--- config.mk ---
export PLATFORM = sky130hd
export DESIGN_NAME = mqaf_device_flat
export DESIGN_NICKNAME = d
export VERILOG_FILES = /design/src/include/mqaf_pkg.sv /design/src/include/mqaf_if.sv /design/src/design/mqaf_device.sv /design/src/flat_wrapper.sv
export VERILOG_INCLUDE_DIRS = /design/src /design/src/include
export SDC_FILE = /design/constraint.sdc
export NUM_CORES = 1
export LEC_CHECK = 0
export BUFFER_PORTS_ARGS = -buffer_cell sky130_fd_sc_hd__buf_2
export CAP_MARGIN = 25
export CORE_MARGIN = 2
export CORE_UTILIZATION = 57
export DETAILED_ROUTE_END_ITERATION = 10
export GPL_TIMING_DRIVEN = 0
export PLACE_DENSITY_LB_ADDON = 0.25
export SYNTH_ARGS = -nofsm -noshare
export SYNTH_HDL_FRONTEND = slang
export SYNTH_SLANG_ARGS = --single-unit
--- constraint.sdc ---
create_clock -name core_clk -period 6.2 [get_ports core_clk]
set_clock_uncertainty 0.15 [all_clocks]
set_input_delay 1.55 -clock core_clk [delete_from_list [all_inputs] [get_ports core_clk]]
set_output_delay 1.55 -clock core_clk [all_outputs]
set_load 0.02 [all_outputs]
--- src/include/mqaf_map.svh ---
`ifndef MQAF_MAP_SVH
`define MQAF_MAP_SVH
// Queue address layout: top bits carry the device identity, low bits the queue
`define MQAF_ADDR_W 8
`define MQAF_QIDX_W 3
`define MQAF_NUM_Q 8
`define MQAF_ID_W 3
`define MQAF_ID_MSB 7
// Words held by each queue, and the counter width that covers 0..depth
`define MQAF_DEPTH 9'h100
`define MQAF_CNT_W 9
// Preset almost-full offsets for default programming
`define MQAF_AF_OFS_LO 9'h008
`define MQAF_AF_OFS_HI 9'h080
// Write-side pipeline: almost-full follows the new queue at edge 3, full at edge 4
`define MQAF_WSEL_AF_EDGE 3
`define MQAF_WSEL_FF_EDGE 4
// Read-side pipeline: first word of the new queue lands at edge 3
`define MQAF_RSEL_OR_EDGE 3
// Controller wait after a selection before it may act on the new queue
`define MQAF_WSEL_WAIT 3'h3
`define MQAF_RSEL_WAIT 3'h3
`endif

--- src/include/mqaf_pkg.sv ---
`include "mqaf_map.svh"
package mqaf_pkg;
  // Full queue address: identity bits over queue index
  typedef logic [`MQAF_ADDR_W-1:0] mqaf_addr_t;
  // Per-queue word count
  typedef logic [`MQAF_CNT_W-1:0] mqaf_cnt_t;
  // Controller port sequencing
  typedef enum logic [1:0] {
    MQAF_IDLE,
    MQAF_SWITCH,
    MQAF_READY
  } mqaf_port_e;
endpackage

--- src/include/mqaf_if.sv ---
`timescale 1ns/10ps
`default_nettype none
`include "mqaf_map.svh"
interface mqaf_if;
  // Write port
  logic [`MQAF_ADDR_W-1:0] write_queue_addr;
  logic                    write_addr_enable;
  logic                    write_en_n;
  // Read port
  logic [`MQAF_ADDR_W-1:0] read_queue_addr;
  logic                    read_addr_enable;
  logic                    read_en_n;
  // Shared flags; full and empty each with its output enable, almost-full flag and status bus without one
  logic                    full_flag_o;
  logic                    full_flag_oe;
  logic                    empty_flag_o;
  logic                    empty_flag_oe;
  logic                    almost_full_flag_n;
  logic [7:0]              almost_full_status_bus;
  // Wire levels, pulled high when nobody drives
  logic                    full_flag_n;
  logic                    empty_flag_n;
  assign full_flag_n  = full_flag_oe ? full_flag_o : 1'b1;
  assign empty_flag_n = empty_flag_oe ? empty_flag_o : 1'b1;
  modport device (
    input  write_queue_addr, write_addr_enable, write_en_n,
    input  read_queue_addr, read_addr_enable, read_en_n,
    output full_flag_o, full_flag_oe, empty_flag_o, empty_flag_oe,
    output almost_full_flag_n, almost_full_status_bus
  );
  modport ctrl (
    output write_queue_addr, write_addr_enable, write_en_n,
    output read_queue_addr, read_addr_enable, read_en_n,
    input  full_flag_n, empty_flag_n, almost_full_flag_n, almost_full_status_bus
  );
endinterface
`default_nettype wire

--- src/design/mqaf_device.sv ---
`timescale 1ns/10ps
`default_nettype none
`include "mqaf_map.svh"
// Notes on behaviour
// - Controller watches one shared full line
// - Controller writes one device at a time
// - Full flag floats when no own queue selected
// - Drive full when top address bits match identity
// - Identity width one to three bits
// - Same device keeps driving, flag follows queue
// - Controller reads one device, shared empty line
// - Empty flag floats when no own queue selected
// - Drive empty when top three bits match
// - Output-ready updates with each loaded word
// - Last word read: not ready next read
// - Queue switch: new status at third edge
// - Track all queue empties, change on edges
// - Almost-full shows only the write queue
// - Per-queue almost-full offset, zero to depth
// - Default offsets eight or 128 words
// - Almost-full follows new queue at third edge
// - Write crossing boundary: flag low two later
// - Read leaving almost-full: flag high two later
// - Skew violation adds one write cycle; not modelled here, since one clock drives both ports
// - Almost-full changes on edges, tracks reads
// - Copy every queue status on status bus
// - Full shows new queue at fourth edge
module mqaf_device (
  // Clock, reset, enable
  input  wire logic                    core_clk,
  input  wire logic                    srst,
  input  wire logic                    ce,
  // Link to the controller
  mqaf_if.device                       lnk,
  // Static identity and its width (1 to 3 bits compared on the write side)
  input  wire logic                    device_id_bit0,
  input  wire logic                    device_id_bit1,
  input  wire logic                    device_id_bit2,
  input  wire logic [1:0]              id_bits,
  // Almost-full offset programming
  input  wire logic                    af_default_hi,
  input  wire logic                    af_prog_we,
  input  wire logic [`MQAF_QIDX_W-1:0] af_prog_queue,
  input  wire logic [`MQAF_CNT_W-1:0]  af_prog_offset,
  // Output register status, local view
  output logic                         out_valid,
  output logic [`MQAF_QIDX_W-1:0]      out_queue
);
  mqaf_pkg::mqaf_cnt_t cnt_r [`MQAF_NUM_Q];  // Words held per queue
  mqaf_pkg::mqaf_cnt_t ofs_r [`MQAF_NUM_Q];  // Almost-full offset per queue
  mqaf_pkg::mqaf_addr_t wa1_r, wa2_r, wa3_r; // Write selection pipeline
  mqaf_pkg::mqaf_addr_t ra1_r, ra2_r;        // Read selection pipeline
  logic wsel1_r, wsel2_r, wsel3_r;           // Write selection markers
  logic rsel1_r, rsel2_r;                    // Read selection markers
  logic [`MQAF_NUM_Q-1:0] af_s1_r;           // First almost-full stage, all queues
  logic [`MQAF_NUM_Q-1:0] af_s2_r;           // Second stage feeds the status bus
  logic af_act_s1_r;                         // First stage of the active flag
  logic af_act_r;                            // Active almost-full flag, low = almost full
  logic ff_r, ff_oe_r, ef_oe_r;              // Full flag, its enable, empty enable
  logic ov_r;                                // Output register holds a valid word
  logic [`MQAF_QIDX_W-1:0] oq_r;             // Queue the output word came from
  logic [`MQAF_ID_W-1:0]   dev_id;           // Identity straps as a word
  logic                    wr_ok, rd_ld;     // Write and output-register load this cycle
  logic [`MQAF_QIDX_W-1:0] wq, rq;           // Queue indexes behind the pipelines
  logic                    preset_done_r;    // Preset offsets already applied

  assign dev_id = {device_id_bit2, device_id_bit1, device_id_bit0};
  assign wq     = wa3_r[`MQAF_QIDX_W-1:0];
  assign rq     = ra2_r[`MQAF_QIDX_W-1:0];

  // Full when the queue holds its whole depth
  function automatic logic is_full(input mqaf_pkg::mqaf_cnt_t c);
    is_full = c == `MQAF_DEPTH;
  endfunction

  // Almost full when free space has shrunk to the offset or below
  function automatic logic is_af(input mqaf_pkg::mqaf_cnt_t c, input mqaf_pkg::mqaf_cnt_t o);
    is_af = (`MQAF_DEPTH - c) <= o;
  endfunction

  // Compare the top n address bits with the low n identity bits
  function automatic logic id_match(input mqaf_pkg::mqaf_addr_t a,
                                    input logic [`MQAF_ID_W-1:0] id,
                                    input logic [1:0] n);
    unique case (n)
      2'h1: id_match = a[`MQAF_ID_MSB] == id[0];
      2'h2: id_match = a[`MQAF_ID_MSB -: 2] == id[1:0];
      2'h3: id_match = a[`MQAF_ID_MSB -: 3] == id;
      default: id_match = 1'b1; // No expansion: this device owns every address
    endcase
  endfunction

  // Writes land only on a non-full queue, from the fifth edge after selection
  assign wr_ok = !lnk.write_en_n && !is_full(cnt_r[wq]) && !wsel3_r
               && id_match(wa3_r, dev_id, id_bits);
  // Output register loads when empty or consumed, and the queue has a word;
  // a pending switch forces a load from the new queue instead
  assign rd_ld = (rsel2_r || !ov_r || !lnk.read_en_n) && (cnt_r[rq] != 9'h000)
               && ef_oe_r;

  // Selection pipelines: the captured address rules both enables until the
  // next selection, so a stray address between selections has no effect
  always_ff @(posedge core_clk) begin
    if (srst) begin
      wa1_r   <= 8'h00;
      wa2_r   <= 8'h00;
      wa3_r   <= 8'h00;
      ra1_r   <= 8'h00;
      ra2_r   <= 8'h00;
      wsel1_r <= 1'b0;
      wsel2_r <= 1'b0;
      wsel3_r <= 1'b0;
      rsel1_r <= 1'b0;
      rsel2_r <= 1'b0;
    end else if (ce) begin
      if (lnk.write_addr_enable) begin
        wa1_r <= lnk.write_queue_addr;
      end
      wa2_r   <= wa1_r;
      wa3_r   <= wa2_r;
      wsel1_r <= lnk.write_addr_enable;
      wsel2_r <= wsel1_r;
      wsel3_r <= wsel2_r;
      if (lnk.read_addr_enable) begin
        ra1_r <= lnk.read_queue_addr;
      end
      ra2_r   <= ra1_r;
      rsel1_r <= lnk.read_addr_enable;
      rsel2_r <= rsel1_r;
    end
  end

  // Word counts of every queue follow writes and loads, active or not
  always_ff @(posedge core_clk) begin
    if (srst) begin
      for (int i = 0; i < `MQAF_NUM_Q; i++) begin
        cnt_r[i] <= 9'h000;
      end
    end else if (ce) begin
      for (int i = 0; i < `MQAF_NUM_Q; i++) begin
        // A write and a load on one queue in one cycle cancel out
        if (wr_ok && wq == i[`MQAF_QIDX_W-1:0] && !(rd_ld && rq == i[`MQAF_QIDX_W-1:0])) begin
          cnt_r[i] <= cnt_r[i] + 9'h001;
        end else if (rd_ld && rq == i[`MQAF_QIDX_W-1:0]
                     && !(wr_ok && wq == i[`MQAF_QIDX_W-1:0])) begin
          cnt_r[i] <= cnt_r[i] - 9'h001;
        end
      end
    end
  end

  // Offsets: the preset lands on the first enabled edge after reset, then
  // per-queue programming, clamped to depth
  always_ff @(posedge core_clk) begin
    if (srst) begin
      for (int i = 0; i < `MQAF_NUM_Q; i++) begin
        ofs_r[i] <= `MQAF_AF_OFS_LO;
      end
    end else if (ce) begin
      if (!preset_done_r) begin
        // Preset wins over programming on that single edge
        for (int i = 0; i < `MQAF_NUM_Q; i++) begin
          ofs_r[i] <= af_default_hi ? `MQAF_AF_OFS_HI : `MQAF_AF_OFS_LO;
        end
      end else if (af_prog_we) begin
        ofs_r[af_prog_queue] <= (af_prog_offset > `MQAF_DEPTH) ? `MQAF_DEPTH
                                                              : af_prog_offset;
      end
    end
  end

  // Preset choice is caught on the first enabled edge after reset release,
  // since a synchronous reset may only load constants
  always_ff @(posedge core_clk) begin
    if (srst) begin
      preset_done_r <= 1'b0;
    end else if (ce) begin
      preset_done_r <= 1'b1;
    end
  end

  // Almost-full: two register stages for every queue and for the active one
  always_ff @(posedge core_clk) begin
    if (srst) begin
      af_s1_r     <= 8'h00;
      af_s2_r     <= 8'h00;
      af_act_s1_r <= 1'b0;
      af_act_r    <= 1'b1;
    end else if (ce) begin
      for (int i = 0; i < `MQAF_NUM_Q; i++) begin
        af_s1_r[i] <= is_af(cnt_r[i], ofs_r[i]);
      end
      af_s2_r <= af_s1_r;
      // The first stage already looks at the queue captured one edge ago, so
      // the flag shows the new queue on the third edge
      af_act_s1_r <= is_af(cnt_r[wa1_r[`MQAF_QIDX_W-1:0]], ofs_r[wa1_r[`MQAF_QIDX_W-1:0]]);
      // Count change at edge k reaches the pin at edge k+2
      // One clock drives both ports, so the skew penalty never arises
      af_act_r <= !af_act_s1_r;
    end
  end

  // Full flag and its enable switch together, at the fourth edge
  always_ff @(posedge core_clk) begin
    if (srst) begin
      ff_r    <= 1'b1;
      ff_oe_r <= 1'b0;
    end else if (ce) begin
      ff_r    <= !is_full(cnt_r[wq]);
      ff_oe_r <= id_match(wa3_r, dev_id, id_bits);
    end
  end

  // Output register state and the empty enable
  always_ff @(posedge core_clk) begin
    if (srst) begin
      ov_r    <= 1'b0;
      oq_r    <= 3'h0;
      ef_oe_r <= 1'b0;
    end else if (ce) begin
      ef_oe_r <= ra1_r[`MQAF_ID_MSB -: 3] == dev_id;
      if (rd_ld) begin
        ov_r <= 1'b1;
        oq_r <= rq;
      end else if (rsel2_r) begin
        ov_r <= 1'b0;
        oq_r <= rq;
      end else if (!lnk.read_en_n) begin
        ov_r <= 1'b0;
      end
    end
  end

  assign lnk.full_flag_o            = ff_r;
  assign lnk.full_flag_oe           = ff_oe_r;
  assign lnk.empty_flag_o           = !ov_r;
  assign lnk.empty_flag_oe          = ef_oe_r;
  assign lnk.almost_full_flag_n     = af_act_r;
  assign lnk.almost_full_status_bus = ~af_s2_r;
  assign out_valid                  = ov_r;
  assign out_queue                  = oq_r;
endmodule
`default_nettype wire

--- src/flat_wrapper.sv ---
// flat-port wrapper written by rule: the top's interface ports become plain ports
module mqaf_device_flat 
  (core_clk, srst, ce, device_id_bit0, device_id_bit1, device_id_bit2, id_bits, af_default_hi, af_prog_we, af_prog_queue, af_prog_offset, out_valid, out_queue, lnk_write_queue_addr, lnk_write_addr_enable, lnk_write_en_n, lnk_read_queue_addr, lnk_read_addr_enable, lnk_read_en_n, lnk_full_flag_o, lnk_full_flag_oe, lnk_empty_flag_o, lnk_empty_flag_oe, lnk_almost_full_flag_n, lnk_almost_full_status_bus);
  mqaf_if lnk_i ();
  input  wire logic core_clk;
  input  wire logic srst;
  input  wire logic ce;
  input  wire logic device_id_bit0;
  input  wire logic device_id_bit1;
  input  wire logic device_id_bit2;
  input  wire logic [1:0] id_bits;
  input  wire logic af_default_hi;
  input  wire logic af_prog_we;
  input  wire logic [`MQAF_QIDX_W-1:0] af_prog_queue;
  input  wire logic [`MQAF_CNT_W-1:0] af_prog_offset;
  output logic out_valid;
  output logic [`MQAF_QIDX_W-1:0] out_queue;
  input wire logic [$bits(lnk_i.write_queue_addr)-1:0] lnk_write_queue_addr;
  input wire logic [$bits(lnk_i.write_addr_enable)-1:0] lnk_write_addr_enable;
  input wire logic [$bits(lnk_i.write_en_n)-1:0] lnk_write_en_n;
  input wire logic [$bits(lnk_i.read_queue_addr)-1:0] lnk_read_queue_addr;
  input wire logic [$bits(lnk_i.read_addr_enable)-1:0] lnk_read_addr_enable;
  input wire logic [$bits(lnk_i.read_en_n)-1:0] lnk_read_en_n;
  output wire logic [$bits(lnk_i.full_flag_o)-1:0] lnk_full_flag_o;
  output wire logic [$bits(lnk_i.full_flag_oe)-1:0] lnk_full_flag_oe;
  output wire logic [$bits(lnk_i.empty_flag_o)-1:0] lnk_empty_flag_o;
  output wire logic [$bits(lnk_i.empty_flag_oe)-1:0] lnk_empty_flag_oe;
  output wire logic [$bits(lnk_i.almost_full_flag_n)-1:0] lnk_almost_full_flag_n;
  output wire logic [$bits(lnk_i.almost_full_status_bus)-1:0] lnk_almost_full_status_bus;
  assign lnk_i.write_queue_addr = lnk_write_queue_addr;
  assign lnk_i.write_addr_enable = lnk_write_addr_enable;
  assign lnk_i.write_en_n = lnk_write_en_n;
  assign lnk_i.read_queue_addr = lnk_read_queue_addr;
  assign lnk_i.read_addr_enable = lnk_read_addr_enable;
  assign lnk_i.read_en_n = lnk_read_en_n;
  assign lnk_full_flag_o = lnk_i.full_flag_o;
  assign lnk_full_flag_oe = lnk_i.full_flag_oe;
  assign lnk_empty_flag_o = lnk_i.empty_flag_o;
  assign lnk_empty_flag_oe = lnk_i.empty_flag_oe;
  assign lnk_almost_full_flag_n = lnk_i.almost_full_flag_n;
  assign lnk_almost_full_status_bus = lnk_i.almost_full_status_bus;
  mqaf_device u_core (.core_clk(core_clk), .srst(srst), .ce(ce), .lnk(lnk_i), .device_id_bit0(device_id_bit0), .device_id_bit1(device_id_bit1), .device_id_bit2(device_id_bit2), .id_bits(id_bits), .af_default_hi(af_default_hi), .af_prog_we(af_prog_we), .af_prog_queue(af_prog_queue), .af_prog_offset(af_prog_offset), .out_valid(out_valid), .out_queue(out_queue));
endmodule
==> results by stage <==
STA:
- The final hold violation count is 0.
- The worst pin sits at a relative slew slack of 0.272.
- The number of pins exceeding their max-slew limit in the final report is 0.
- Setup repair after global routing left no endpoint under its margin.
- On the final layout, the worst hold slack is 309 ps.
- Of the available clock period, the critical path in the final layout requires 0.970.
- Derived from the worst setup path, the maximum achievable clock frequency is 166 MHz.
- The final setup violation count is 0.
- The pin slew with the least headroom to its limit is 1080 ps.
- The final critical-path required period is 6010 ps.

Yosys:
- The fraction of the mapped netlist area in compound gates is 0.108.
- The number of nets in the synthesized netlist is 1654.
- The number of enable-type register cells in the synthesized netlist is 144.
- Synthesis produced 1465 cells.
- During synthesis, Yosys emitted a total of 0 warnings.
- For this run, the leading register cell type out of synthesis is sky130_fd_sc_hd__edfxtp_1.
- After synthesis, the largest family of logic cells by area is simple AND/OR/NAND/NOR gates.
- Of the total synthesized cell area, the portion taken by full adders, half adders and majority gates is 0.129.
- The fraction of synthesized cell area in xor and xnor cells is 0.0735.
- The unique cell type count in the Yosys netlist is 73.
- The mux contribution to synthesized area is 0.0889.
- The fraction of registers with async set/reset is 0.
- The post-synthesis instance area is 14600 µm².
- The area share of and/or/nand/nor cells after synthesis is 0.172.
- The flop and latch count out of synthesis is 211.
- The sequential area share after synthesis is 0.387.
- The mean area per synthesized cell is 10.0 µm².

Placement:
- The instance area after placement is 15400 µm².
- The number of port buffers is 52.
- The HPWL after detailed placement is 31700 µm.
- The post-placement cell count is 1850.
- The weighted congestion at the end of routability-driven global placement is 0.986.

Critical path:
- STA classifies the critical path startpoint as a primary input.
- For the worst setup path, the data required time is 6410 ps.
- The maximum fanout count along the critical path is 9.
- The cell family contributing the most delay on the critical path is simple AND/OR/NAND/NOR gates.
- Counting both buffers and inverters, the worst setup path holds a total of 3.
- The beginning of the worst register-to-register path is u_core.cnt_r[2][2].
- For this run, the slowest stage of the critical path takes 880 ps.
- Tracing the worst setup path back leads to its startpoint at ce.
- By instance count, the cell type seen most on the critical path is sky130_fd_sc_hd__a21oi_1.
- The slowest stage of the critical path is the sky130_fd_sc_hd__nor2_1 cell.
- The type of the worst setup path is primary input to flop.
- The setup check on the worst reg-to-reg path leaves a slack of 710 ps.
- The arrival time of the worst setup path is 6230 ps.
- STA classifies the critical path endpoint as a flop.
- Traced cell by cell, the critical path runs through clkbuf_1 -> clkinv_1 -> nor2_1 -> nand2_1 -> nor3_1 -> buf_2 -> ha_1 -> a21o_1 -> a21oi_1 -> nor2b_1 -> o21a_1 -> o41a_1 -> xor2_1 -> or3_1 -> a21oi_1.

CTS:
- The total clock sinks is 211.
- The maximum level of the CTS H-tree is 1.
- The quantity of hold-fixing buffers added after cts is 0.
- The clock root buffer master is sky130_fd_sc_hd__clkbuf_16.
- The TritonCTS clock tree is yes.
- Clock latency on the worst-skew pair, taken at its later pin, is 520 ps.
- Buffers inserted during clock tree synthesis total 23.
- The clock passes through at most 3 buffers.
- The clock input transition at the sequential cells of the worst setup and hold paths is 70 ps.

Floorplan:
- Row generation in the floorplan step produced 58 rows.
- For this configuration, the core starts out at a cell density of 0.582.
- The core region area is 25200 µm².
- Pin placement for this block handled 59 I/O pins.
- The die width is 164 µm.
- The floorplan step defined a die boundary enclosing 27000 µm².
- The chip height is 164 µm.

Layout:
- The layout filler cell count is 1999.
- The register area is 5670 µm².
- The non-filler instance count after layout is 1897.
- After the last flow step, the layout net total stands at 1740.
- The fraction of final layout cells with drive strength greater than 1 is 0.107.
- The multi-input gate area in the final layout is 8400 µm².
- The number of antenna diodes in the final layout is 0.
- The synthesis-to-layout area growth is 10.3%.
- The top cell types in the final layout, fill and taps aside, are sky130_fd_sc_hd__nor2_1 (187), sky130_fd_sc_hd__edfxtp_1 (144), sky130_fd_sc_hd__ha_1 (140), sky130_fd_sc_hd__inv_1 (103), sky130_fd_sc_hd__nand2_1 (93).
- The post-route standard cell area excluding fillers is 16200 µm².
- The library cell used most frequently in the layout, excluding fill and tap cells, is sky130_fd_sc_hd__nor2_1.

Route:
- The post-route antenna net violation count is 0.
- The number of remaining DRC errors is 0.
- The detail-routed via count per cell is 6.26.
- For this block, the initial DRC count from the detailed router was 1219.
- Across all layers, the routed design uses 11900 vias.
- The length of the first detailed-routing pass in iterations is 5.
- The post-detailed-route wirelength per cell is 21.7 µm.
- After detailed routing, the total wire length is 41200 µm.

Global route:
- The number of antenna violations at the first check in global routing came to 0.
- The via count of the first global-routing pass is 11600.
- The maximum number of pins on one net before global-route repair is 15.
- The overall fraction of global-route tracks in use is 0.309.
- The first global-routing pass estimated 63700 µm of wire.
- The overall overflow remaining after global route is 0.

Power:
- The net switching power is 1.01 mW.
- The largest vdd supply drop is 0.000190 V.
- The analysis attributes to cell leakage a power of 6.41 nW.
- The share of total power dissipated in the clock network is 0.378.
- Internal power comes to 2.62 mW.
- The share of total power in sequential cells is 0.460.
- The total power divided by cell area is 224 nW/µm².
- The share of power burned in combinational logic is 0.163.
- Of the total power, the share spent switching nets is 0.277.

Status:
- The run finished with clean final reports.

Hold path:
- The worst hold path begins at u_core.wa1_r[6].
- The tightest min-delay check is of the flop to flop type.

Job:
- The max-cap violation count is 0.
## flip-flops by register name, summed over array words and instances, names as in the netlist, 3 cells and up, named ones only
register and count:
u_core.af_s1_r 8, u_core.af_s2_r 8, u_core.cnt_r 72, u_core.ofs_r 72, u_core.out_queue 3, u_core.ra1_r 6, u_core.ra2_r 3, u_core.wa1_r 6
u_core.wa2_r 6, u_core.wa3_r 6
## cells by family (layout without fill, tap and decap cells)
logic type      Yosys count  count (layout)
compound gates          226             226
xor+xnor                122             122
fa+ha+maj               147             147
buf+inv                 154             256
flops                   211             211
mux                      84              84
simple gates            521             521
## layer usage
metal	up-vias	GRT usage	wire, µm
li1	5537	-	-
met1	5727	0.410	16800
met2	499	0.500	19200
met3	103	0.0545	3310
met4	0	0.130	1870
met5	-	0	0
## synthesized netlist by cell type, drive strengths merged (4+ instances only)
cell	count	area share
nor2	187	0.048
edfxtp	144	0.30
ha	140	0.12
inv	103	0.026
nand2	93	0.024
xnor2	74	0.045
a21oi	68	0.024
dfxtp	67	0.092
nor3	55	0.019
xor2	48	0.029
mux2i	45	0.031
mux4	36	0.056
nand3	36	0.012
a21o	34	0.017
nor2b	33	0.014
clkbuf	31	0.0080
nor4	26	0.012
nand4	24	0.010
o21a	23	0.012
o21ai	22	0.0075
buf	19	0.0068
nand2b	16	0.0068
a31oi	14	0.0068
a311oi	12	0.0084
or3	12	0.0052
or4	10	0.0055
a211o	9	0.0054
o211ai	9	0.0046
o21bai	9	0.0046
and3	8	0.0035
fa	7	0.0096
a221oi	5	0.0047
nor3b	5	0.0029
o41a	4	0.0031
o41ai	4	0.0024
## power groups by stage
stage | Clock (mW) | Combinational (mW) | Sequential (mW)
floorplan | 0 | 0.429 | 1.65
global placement | 0 | 0.559 | 1.69
detailed placement | 0 | 0.578 | 1.69
CTS | 1.38 | 0.583 | 1.66
global route | 1.43 | 0.657 | 1.67
finish | 1.37 | 0.590 | 1.67
## path summary, 6_finish.rpt
kind	end	cells past startpoint
max	u_core.cnt_r[3][8]	15
min	u_core.wa1_r[6]	2
max reg2reg	u_core.cnt_r[3][8]	17
min reg2reg	u_core.wa1_r[6]	2
## metrics by stage
step / setup TNS, ps / utilization / total power, mW / setup WS [ps]
after floorplan: 0 / - / 2.08 / 242
after global placement: -9900 / 0.608 / 2.25 / -991
after detailed placement: -3820 / 0.610 / 2.27 / -594
after CTS: 0 / 0.639 / 3.62 / 95.3
after global routing: 0 / 0.642 / 3.76 / 36.1
final: 0 / 0.642 / 3.63 / 187
## cell type report
type | count | area share
buffer | 50 | 0.0135
tap | 330 | 0.0256
inverter | 104 | 0.0242
sequential | 211 | 0.351
clock inverter | 11 | 0.00705
multi-input combinational | 1100 | 0.520
clock buffer | 30 | 0.0385
timing repair buffer | 61 | 0.0207
## worst reg2reg max path, cell delays in order, from the launching register on
cell                        delay, ps
sky130_fd_sc_hd__edfxtp_1         500
sky130_fd_sc_hd__nor4_1           830
sky130_fd_sc_hd__nand4_1          170
sky130_fd_sc_hd__a2111oi_0        440
sky130_fd_sc_hd__or4_1            190
sky130_fd_sc_hd__buf_2            180
sky130_fd_sc_hd__nor3_1           120
sky130_fd_sc_hd__nor3_1           520
sky130_fd_sc_hd__buf_2            320
sky130_fd_sc_hd__ha_1             290
sky130_fd_sc_hd__a21o_1           170
sky130_fd_sc_hd__a21oi_1          170
sky130_fd_sc_hd__nor2b_1           80
sky130_fd_sc_hd__o21a_1           190
sky130_fd_sc_hd__o41a_1           380
sky130_fd_sc_hd__xor2_1           180
sky130_fd_sc_hd__or3_1            310
sky130_fd_sc_hd__a21oi_1          140
## what timing repair did
item / 4_1_cts / 5_1_grt
setup endpoints to repair: 3 / 2
pin swaps: 0 / 1
resized for setup: 1 / 1
setup buffers: 0 / 2
(Power assumes the default switching activity.)
